File: config.mk
export PLATFORM = sky130hd
export DESIGN_NAME = asp_ctrl
export DESIGN_NICKNAME = d
export VERILOG_FILES = /design/src/asp_pkg.sv /design/src/asp_sync.sv /design/src/asp_ctrl.sv
export SDC_FILE = /design/constraint.sdc
export NUM_CORES = 1
export LEC_CHECK = 0
export BUFFER_PORTS_ARGS = -buffer_cell sky130_fd_sc_hd__buf_4
export CAP_MARGIN = 30
export CORE_ASPECT_RATIO = 1.2
export CORE_MARGIN = 1.5
export CORE_UTILIZATION = 35
export DETAILED_ROUTE_END_ITERATION = 16
export GPL_ROUTABILITY_DRIVEN = 0
export GPL_TIMING_DRIVEN = 0
export REMOVE_ABC_BUFFERS = 1
export SYNTH_ARGS = -nofsm -noshare
export SYNTH_HDL_FRONTEND = slang
export SYNTH_SLANG_ARGS = --single-unit
File: constraint.sdc
create_clock -name mclk_in -period 3.9 [get_ports mclk_in]
set_input_delay 0.39 -clock mclk_in [delete_from_list [all_inputs] [get_ports mclk_in]]
set_output_delay 0.39 -clock mclk_in [all_outputs]
set_load 0.01 [all_outputs]
File: src/asp_pkg.sv
// constants, types and state layout of the async serial port control block
// assumes one system clock; the cpu reaches the control byte in special function register space

package asp_pkg;

	// ----------------------------------------------------------------
	// register addresses
	// ----------------------------------------------------------------
	localparam logic [7:0] ADDR_CTL  = 8'h98;
	localparam logic [7:0] ADDR_DATA = 8'h99;

	// ----------------------------------------------------------------
	// control register bit positions and reset
	// ----------------------------------------------------------------
	localparam int B_MODE = 7;
	localparam int B_ONE  = 6;
	localparam int B_MCE  = 5;
	localparam int B_REN  = 4;
	localparam int B_TB8  = 3;
	localparam int B_RB8  = 2;
	localparam int B_TI   = 1;
	localparam int B_RI   = 0;
	localparam logic [7:0] CTL_RESET  = 8'h40;
	localparam logic [7:0] RDATA_NONE = 8'h00;

	// ----------------------------------------------------------------
	// frame and counter sizes
	// ----------------------------------------------------------------
	localparam int         CNT_W       = 16;
	localparam int         IDX_W       = 4;
	localparam logic [3:0] LAST_IDX_8  = 4'h7;
	localparam logic [3:0] LAST_IDX_9  = 4'h8;
	localparam logic [3:0] NINTH_IDX   = 4'h8;
	localparam logic [3:0] IDX_FIRST   = 4'h0;
	localparam logic [3:0] IDX_STEP    = 4'h1;
	localparam logic [15:0] CNT_ZERO   = 16'h0000;
	localparam logic [15:0] CNT_STEP   = 16'h0001;
	localparam int         BIT_CYCLES_DEF = 347;

	// ----------------------------------------------------------------
	// types
	// ----------------------------------------------------------------
	typedef enum logic [1:0] {TX_IDLE, TX_START, TX_DATA, TX_STOP} asp_tx_e;
	typedef enum logic [1:0] {RX_IDLE, RX_START, RX_DATA, RX_STOP} asp_rx_e;

	typedef struct packed {
		logic mode;
		logic mce;
		logic ren;
		logic tb8;
		logic rb8;
		logic ti;
		logic ri;
	} asp_ctl_s;

	typedef struct packed {
		asp_ctl_s          ctl;
		asp_tx_e           tx_st;
		logic [CNT_W-1:0]  tx_cnt;
		logic [IDX_W-1:0]  tx_idx;
		logic [7:0]        tx_sh;
		logic              txd;
		asp_rx_e           rx_st;
		logic [CNT_W-1:0]  rx_cnt;
		logic [IDX_W-1:0]  rx_idx;
		logic [8:0]        rx_sh;
		logic [7:0]        rx_data;
		logic [7:0]        rdata;
		logic              irq;
	} asp_state_s;

endpackage

File: src/asp_sync.sv
// three-stage synchroniser with agreement filter for one pin input
// assumes the input is asynchronous to clk_in; output changes only when stages two and three agree

`timescale 1ns/1ps

module asp_sync #(
	parameter logic RESET_VAL = 1'b1
) (
	input  wire logic clk_in,
	input  wire logic rst_n_in,
	input  wire logic async_in,
	output logic      level_out
);

	// ----------------------------------------------------------------
	// stages: [0] first flop, [1] second, [2] third, [3] filtered level
	// ----------------------------------------------------------------
	logic [3:0] sync_q;
	logic [3:0] sync_d;

	always_comb begin
		sync_d    = sync_q;
		sync_d[0] = async_in;
		// first stage feeds only the second, never the filter
		sync_d[1] = sync_q[0];
		sync_d[2] = sync_q[1];
		if (sync_q[1] == sync_q[2]) begin
			sync_d[3] = sync_q[2];
		end
	end

	always_ff @(posedge clk_in or negedge rst_n_in) begin
		if (!rst_n_in) begin
			sync_q <= {4{RESET_VAL}};
		end else begin
			sync_q <= sync_d;
		end
	end

	assign level_out = sync_q[3];

endmodule

File: src/asp_ctrl.sv
// async serial port: control byte, transmitter, receiver and interrupt request
// assumes a cpu special function register port and idle-high serial line pins
//
// Functional notes
// - the frame format bit picks 8-bit frames when clear and 9-bit frames when set.
// - bit 6 of the control byte always reads one and writes to it are ignored.
// - in 8-bit mode with the check bit set the receive flag rises only on a high stop bit.
// - in 9-bit mode with the check bit set the receive flag rises only on a high ninth bit.
// - frames are accepted only while the receive enable bit is set.
// - in 9-bit mode the transmit ninth bit is sent as the ninth bit of each frame.
// - each received frame loads the received ninth bit with the stop bit or ninth data bit.
// - the transmit done flag sets as the stop bit begins, after the last data bit.
// - with the port interrupt enabled a set transmit done flag requests service.
// - the receive done flag sets when the stop bit is sampled, subject to qualification.
// - with the port interrupt enabled a set receive done flag requests service.

`timescale 1ns/1ps

module asp_ctrl #(
	parameter int BIT_CYCLES = asp_pkg::BIT_CYCLES_DEF
) (
	input  wire logic       mclk_in,
	input  wire logic       rst_n_in,
	input  wire logic [7:0] sfr_addr_in,
	input  wire logic       sfr_wr_in,
	input  wire logic [7:0] sfr_wdata_in,
	input  wire logic       port_int_en_in,
	input  wire logic       rxd_in,
	output logic      [7:0] sfr_rdata_out,
	output logic            txd_out,
	output logic            irq_out
);

	// ----------------------------------------------------------------
	// bit timing
	// ----------------------------------------------------------------
	localparam logic [15:0] CNT_FULL = 16'(BIT_CYCLES - 1);
	localparam logic [15:0] CNT_HALF = 16'(BIT_CYCLES / 2);

	asp_pkg::asp_state_s q;
	asp_pkg::asp_state_s d;
	logic                rxd;
	logic                wr_ctl;
	logic                wr_data;
	logic                rx_sample;
	logic                rx_done;
	logic                rx_ok;
	logic                tx_tick;
	logic                tx_to_stop;
	logic [3:0]          last_idx;

	// ----------------------------------------------------------------
	// line input synchroniser
	// ----------------------------------------------------------------
	asp_sync #(
		.RESET_VAL (1'b1)
	) u_rx_sync (
		.clk_in    (mclk_in),
		.rst_n_in  (rst_n_in),
		.async_in  (rxd_in),
		.level_out (rxd)
	);

	// ----------------------------------------------------------------
	// decode and event terms
	// ----------------------------------------------------------------
	assign wr_ctl    = sfr_wr_in && (sfr_addr_in == asp_pkg::ADDR_CTL);
	assign wr_data   = sfr_wr_in && (sfr_addr_in == asp_pkg::ADDR_DATA);
	assign last_idx  = q.ctl.mode ? asp_pkg::LAST_IDX_9 : asp_pkg::LAST_IDX_8;
	assign rx_sample = (q.rx_st == asp_pkg::RX_STOP) && (q.rx_cnt == asp_pkg::CNT_ZERO);
	assign rx_done   = rx_sample && q.ctl.ren;
	// stop check in 8-bit mode, address filter in 9-bit mode
	assign rx_ok     = !q.ctl.mce || (q.ctl.mode ? q.rx_sh[asp_pkg::NINTH_IDX] : rxd);
	assign tx_tick   = (q.tx_cnt == asp_pkg::CNT_ZERO);
	assign tx_to_stop = (q.tx_st == asp_pkg::TX_DATA) && tx_tick && (q.tx_idx == last_idx);

	// ----------------------------------------------------------------
	// next state
	// ----------------------------------------------------------------
	always_comb begin
		d = q;

		// control byte write; bit 6 has no storage
		if (wr_ctl) begin
			d.ctl.mode = sfr_wdata_in[asp_pkg::B_MODE];
			d.ctl.mce  = sfr_wdata_in[asp_pkg::B_MCE];
			d.ctl.ren  = sfr_wdata_in[asp_pkg::B_REN];
			d.ctl.tb8  = sfr_wdata_in[asp_pkg::B_TB8];
			d.ctl.rb8  = sfr_wdata_in[asp_pkg::B_RB8];
			d.ctl.ti   = sfr_wdata_in[asp_pkg::B_TI];
			d.ctl.ri   = sfr_wdata_in[asp_pkg::B_RI];
		end

		// transmitter; a data write while busy is dropped, software waits for the flag
		case (q.tx_st)
			asp_pkg::TX_IDLE: begin
				if (wr_data) begin
					d.tx_sh  = sfr_wdata_in;
					d.tx_cnt = CNT_FULL;
					d.tx_st  = asp_pkg::TX_START;
				end
			end
			asp_pkg::TX_START: begin
				if (tx_tick) begin
					d.tx_cnt = CNT_FULL;
					d.tx_idx = asp_pkg::IDX_FIRST;
					d.tx_st  = asp_pkg::TX_DATA;
				end else begin
					d.tx_cnt = q.tx_cnt - asp_pkg::CNT_STEP;
				end
			end
			asp_pkg::TX_DATA: begin
				if (tx_tick) begin
					d.tx_cnt = CNT_FULL;
					if (tx_to_stop) begin
						d.tx_st = asp_pkg::TX_STOP;
					end else begin
						d.tx_idx = q.tx_idx + asp_pkg::IDX_STEP;
					end
				end else begin
					d.tx_cnt = q.tx_cnt - asp_pkg::CNT_STEP;
				end
			end
			asp_pkg::TX_STOP: begin
				if (tx_tick) begin
					d.tx_st = asp_pkg::TX_IDLE;
				end else begin
					d.tx_cnt = q.tx_cnt - asp_pkg::CNT_STEP;
				end
			end
			default: begin
				d.tx_st = asp_pkg::TX_IDLE;
			end
		endcase

		// line level follows the next state so the pin moves with the state flop
		case (d.tx_st)
			asp_pkg::TX_START: d.txd = 1'b0;
			asp_pkg::TX_DATA: begin
				// ninth bit is taken live, so a late update still goes out
				if (d.tx_idx == asp_pkg::NINTH_IDX) begin
					d.txd = q.ctl.tb8;
				end else begin
					d.txd = d.tx_sh[d.tx_idx[2:0]];
				end
			end
			default: d.txd = 1'b1;
		endcase

		// receiver; centre sampling from the start edge
		case (q.rx_st)
			asp_pkg::RX_IDLE: begin
				if (q.ctl.ren && !rxd) begin
					d.rx_cnt = CNT_HALF;
					d.rx_st  = asp_pkg::RX_START;
				end
			end
			asp_pkg::RX_START: begin
				if (q.rx_cnt == asp_pkg::CNT_ZERO) begin
					// a glitch shorter than half a bit is not a start bit
					d.rx_st  = rxd ? asp_pkg::RX_IDLE : asp_pkg::RX_DATA;
					d.rx_cnt = CNT_FULL;
					d.rx_idx = asp_pkg::IDX_FIRST;
				end else begin
					d.rx_cnt = q.rx_cnt - asp_pkg::CNT_STEP;
				end
			end
			asp_pkg::RX_DATA: begin
				if (q.rx_cnt == asp_pkg::CNT_ZERO) begin
					d.rx_sh[q.rx_idx] = rxd;
					d.rx_cnt          = CNT_FULL;
					if (q.rx_idx == last_idx) begin
						d.rx_st = asp_pkg::RX_STOP;
					end else begin
						d.rx_idx = q.rx_idx + asp_pkg::IDX_STEP;
					end
				end else begin
					d.rx_cnt = q.rx_cnt - asp_pkg::CNT_STEP;
				end
			end
			asp_pkg::RX_STOP: begin
				if (rx_sample) begin
					d.rx_st = asp_pkg::RX_IDLE;
				end else begin
					d.rx_cnt = q.rx_cnt - asp_pkg::CNT_STEP;
				end
			end
			default: begin
				d.rx_st = asp_pkg::RX_IDLE;
			end
		endcase
		if (!q.ctl.ren) begin
			d.rx_st = asp_pkg::RX_IDLE;
		end

		// hardware sets win over a software clear in the same cycle
		if (rx_done) begin
			d.rx_data = q.rx_sh[7:0];
			d.ctl.rb8 = q.ctl.mode ? q.rx_sh[asp_pkg::NINTH_IDX] : rxd;
			if (rx_ok) begin
				d.ctl.ri = 1'b1;
			end
		end
		if (tx_to_stop) begin
			d.ctl.ti = 1'b1;
		end

		d.irq = port_int_en_in && (d.ctl.ti || d.ctl.ri);

		if (sfr_addr_in == asp_pkg::ADDR_CTL) begin
			d.rdata = {d.ctl.mode, 1'b1, d.ctl.mce, d.ctl.ren,
			           d.ctl.tb8, d.ctl.rb8, d.ctl.ti, d.ctl.ri};
		end else if (sfr_addr_in == asp_pkg::ADDR_DATA) begin
			d.rdata = d.rx_data;
		end else begin
			d.rdata = asp_pkg::RDATA_NONE;
		end
	end

	// ----------------------------------------------------------------
	// state register
	// ----------------------------------------------------------------
	always_ff @(posedge mclk_in or negedge rst_n_in) begin
		if (!rst_n_in) begin
			q         <= '0;
			q.tx_st   <= asp_pkg::TX_IDLE;
			q.rx_st   <= asp_pkg::RX_IDLE;
			q.txd     <= 1'b1;
			q.rx_sh   <= '0;
			q.rdata   <= asp_pkg::RDATA_NONE;
		end else begin
			q <= d;
		end
	end

	assign sfr_rdata_out = q.rdata;
	assign txd_out       = q.txd;
	assign irq_out       = q.irq;
endmodule

==> results by group <==
Synthesis
  – Syn. warnings: 0
  – Post-synth EDFFs: 0
  – Mapped Cells: 503
  – Synth Area per Inst: around 9.4 um2
  – Seq/Total Area, Yosys: a little under half
  – Top_reg_cell synth: dfrtp_1
  – Cell variety after synth: 66
  – Synth area leader: dfrtp_1
  – Yosys top cell area share: between 40% and 50%
  – Async set-reset flop share out of synthesis: 100%
  – FF+latch count, synth: 90
  – Netlist Area Pre-Place: 4750 um2
  – Largest cells by area after synthesis: dfrtp_1, nand2_1, mux2_2, nor2_1, o21ai_0

Clocking
  – CTS tree: built
  – Buffer depth of the longest clock path: 2
  – CTS resizes: 0
  – Latest clock arrival within the worst-skew pair: 0.34 ns
  – Root buffer cell: clkbuf_16
  – Setup bufs post-CTS: 0
  – Num CTS Buffers: 9
  – Clock-pin transition on the worst setup and hold timing paths: ~0.06 ns
  – Clk sinks: 90
  – H-tree levels: 3

Route
  – Final wirelength: 10000 um
  – Via-to-Cell Ratio: about 5.4
  – Router iterations before antenna repair: 4
  – Routed len/inst: 14.4 um
  – DRT iter0 DRCs: 187
  – Remaining DRCs: 0
  – Final ANT Viol Nets: 0
  – Vias: 3751

Final layout
  – Core Util, Final: 40.8%
  – Number of diodes: 0
  – Layout cell share with drive strength beyond 1: 16.7%
  – Area grow syn2layout: 13.8%
  – Most frequent cells in the layout: dfrtp_1, nand2_1, nor2_1
  – Fin nets: 557
  – Most common cell after layout, fill and taps aside: dfrtp_1

Global route
  – Vias in the first global route: 3602
  – Gr usage total: 14.9%
  – Grt peak-use layer: met2
  – GRT met2 Usage: 24.1%
  – GR Layer Usage met3: 2.93%
  – First-pass GRT wire length: 16800 um
  – Total gr overflow: 0
  – Largest net degree at the start of global routing: 67
  – Initial antenna violation count: 0
  – Met1 GRT Util: 19.5%

STA
  – Fin. max-slew vios: 0
  – WHS: 0.156 ns
  – Period utilization: 82.4%
  – RSZ-0062 raised after global routing: false
  – Max-slew headroom: about half
  – Hold Fails Final Rpt: 0
  – Total negative slack: 0 ns
  – Tmin final: 3.21 ns
  – FMAX: 0.311 GHz
  – Max Clock Skew: 0.0123 ns
  – Final setup violation count: 0
  – Actual slew at the worst max-slew pin: 0.755 ns

Critical path
  – Kind of critical path: register to register
  – WP data required: 4.15 ns
  – Setup crit start kind: register
  – CP arrival: about 3.5 ns
  – Crit path max fanout: 7
  – Crit end category: register
  – Worst reg-to-reg setup slack: 0.69 ns
  – Worst reg2reg path endpoint: txd_out$_DFF_PN1_
  – Reg2Reg Launch Point: q[64]$_DFFE_PN0P_
  – Reg2Reg Depth: 8

Floorplan
  – Die W: 109 um
  – Die area: 14300 um2
  – Die H: 131 um
  – Initial Utilization: 35.9%
  – I/O pin total: 31
  – Core Area: 13200 um2
  – Row Count: 46

Min path
  – Hold path cells: 1
  – Min-Delay Startpoint: rxd_in
  – Worst Hold Class: input port to register
  – Worst hold path endpoint: u_rx_sync.sync_q[0]$_DFF_PN1_

Placed design
  – Port bufs: 30
  – Post-DP HPWL: 7330 um

Job
  – Max-cap violation count: 0

Status
  – Result of the run: complete, no violations

Power
  – Pwr dens: 398 nW/um2
  – Final Total Pwr: 2.15 mW
  – Peak VDD IR: 182 uV
  – Leakage: 2.36 nW
==> where the power goes <==
group	switching [mW]	internal [mW]	total, mW
Clock	0.369	0.455	0.823
Combinational	0.153	0.107	0.260
Sequential	0.0666	1.00	1.07
==> state kept, by name, indices dropped and copies added (netlist names), named ones only <==
signal,flops
q,67
sfr_rdata_out,8
u_rx_sync.sync_q,4
irq_out,1
txd_out,1
==> what timing repair did <==
item,4_1_cts,5_1_grt
setup endpoints to repair,0,0
hold endpoints to repair,24,0
hold buffers,1,0
==> critical path, cell delays in order (launching register included) <==
cell      delay [ns]
dfrtp_1         0.43
or4_4           0.56
or3_1           0.45
or3_4           0.45
a221oi_4        0.40
inv_2           0.10
or4b_1          0.47
nand4b_1        0.14
a31oi_1         0.11
==> cells in the mapped netlist (all sizes together) (5+ instances only) <==
master  number
a21oi       31
a22o         6
a31oi        6
buf          9
clkbuf      16
dfrtp       85
dfstp        5
ha          13
inv         19
mux2        16
mux2i        6
nand2       69
nand2b       7
nand3       13
nor2        47
nor3        14
nor4        10
o21ai       35
o22a         5
o31ai        6
or2          6
or3          9
==> final cells by class <==
cell class	instances	area (um2)
fillers	1320	7840
multi-input cells	368	2290
flip-flops and latches	90	2260
repair buffers	34	278
clock buffers	10	239
well taps	168	210
inverters	20	75.1
clock inverters	6	47.5
==> worst max-delay path by stage <==
stage	endpoint	startpoint	depth (start not counted)	slack, ns
floorplan	txd_out$_DFF_PN1_	q[64]$_DFFE_PN0P_	8	1.02
global placement	q[38]$_DFFE_PN0P_	q[40]$_DFFE_PN0P_	7	0.41
detailed placement	txd_out$_DFF_PN1_	sfr_addr_in[1]	9	0.49
CTS	txd_out$_DFF_PN1_	q[64]$_DFFE_PN0P_	8	0.69
global route	txd_out$_DFF_PN1_	q[72]$_DFFE_PN0P_	8	0.49
finish	txd_out$_DFF_PN1_	q[64]$_DFFE_PN0P_	8	0.69
==> metrics by stage <==
stage	instances	cell area, um2	setup WS (ns)
after floorplan	478	4620	1.02
after global placement	676	5060	0.413
after detailed placement	679	5110	0.485
after CTS	696	5400	0.690
after global routing	696	5400	0.486
final	696	5400	0.688
==> logic make-up after synthesis <==
family                   count (synthesis)  synth area share [%]
AO/OA/AOI/OAI                          119                  16.2
XOR/XNOR                                 8                  1.48
adder cells (fa/ha/maj)                 14                  3.64
buffers and inverters                   45                  4.22
flip-flops                              90                  47.6
multiplexers                            23                  5.61
AND/OR/NAND/NOR                        204                  21.2
==> layer usage <==
layer	share of wire, %	vias to the layer above	wire length, um
met1	47	1815	4680
li1	-	1821	-
met5	0	-	0
met2	46	104	4620
met4	1.6	0	162
met3	5.7	11	577
Note: power is estimated with default switching activity, not from simulation.
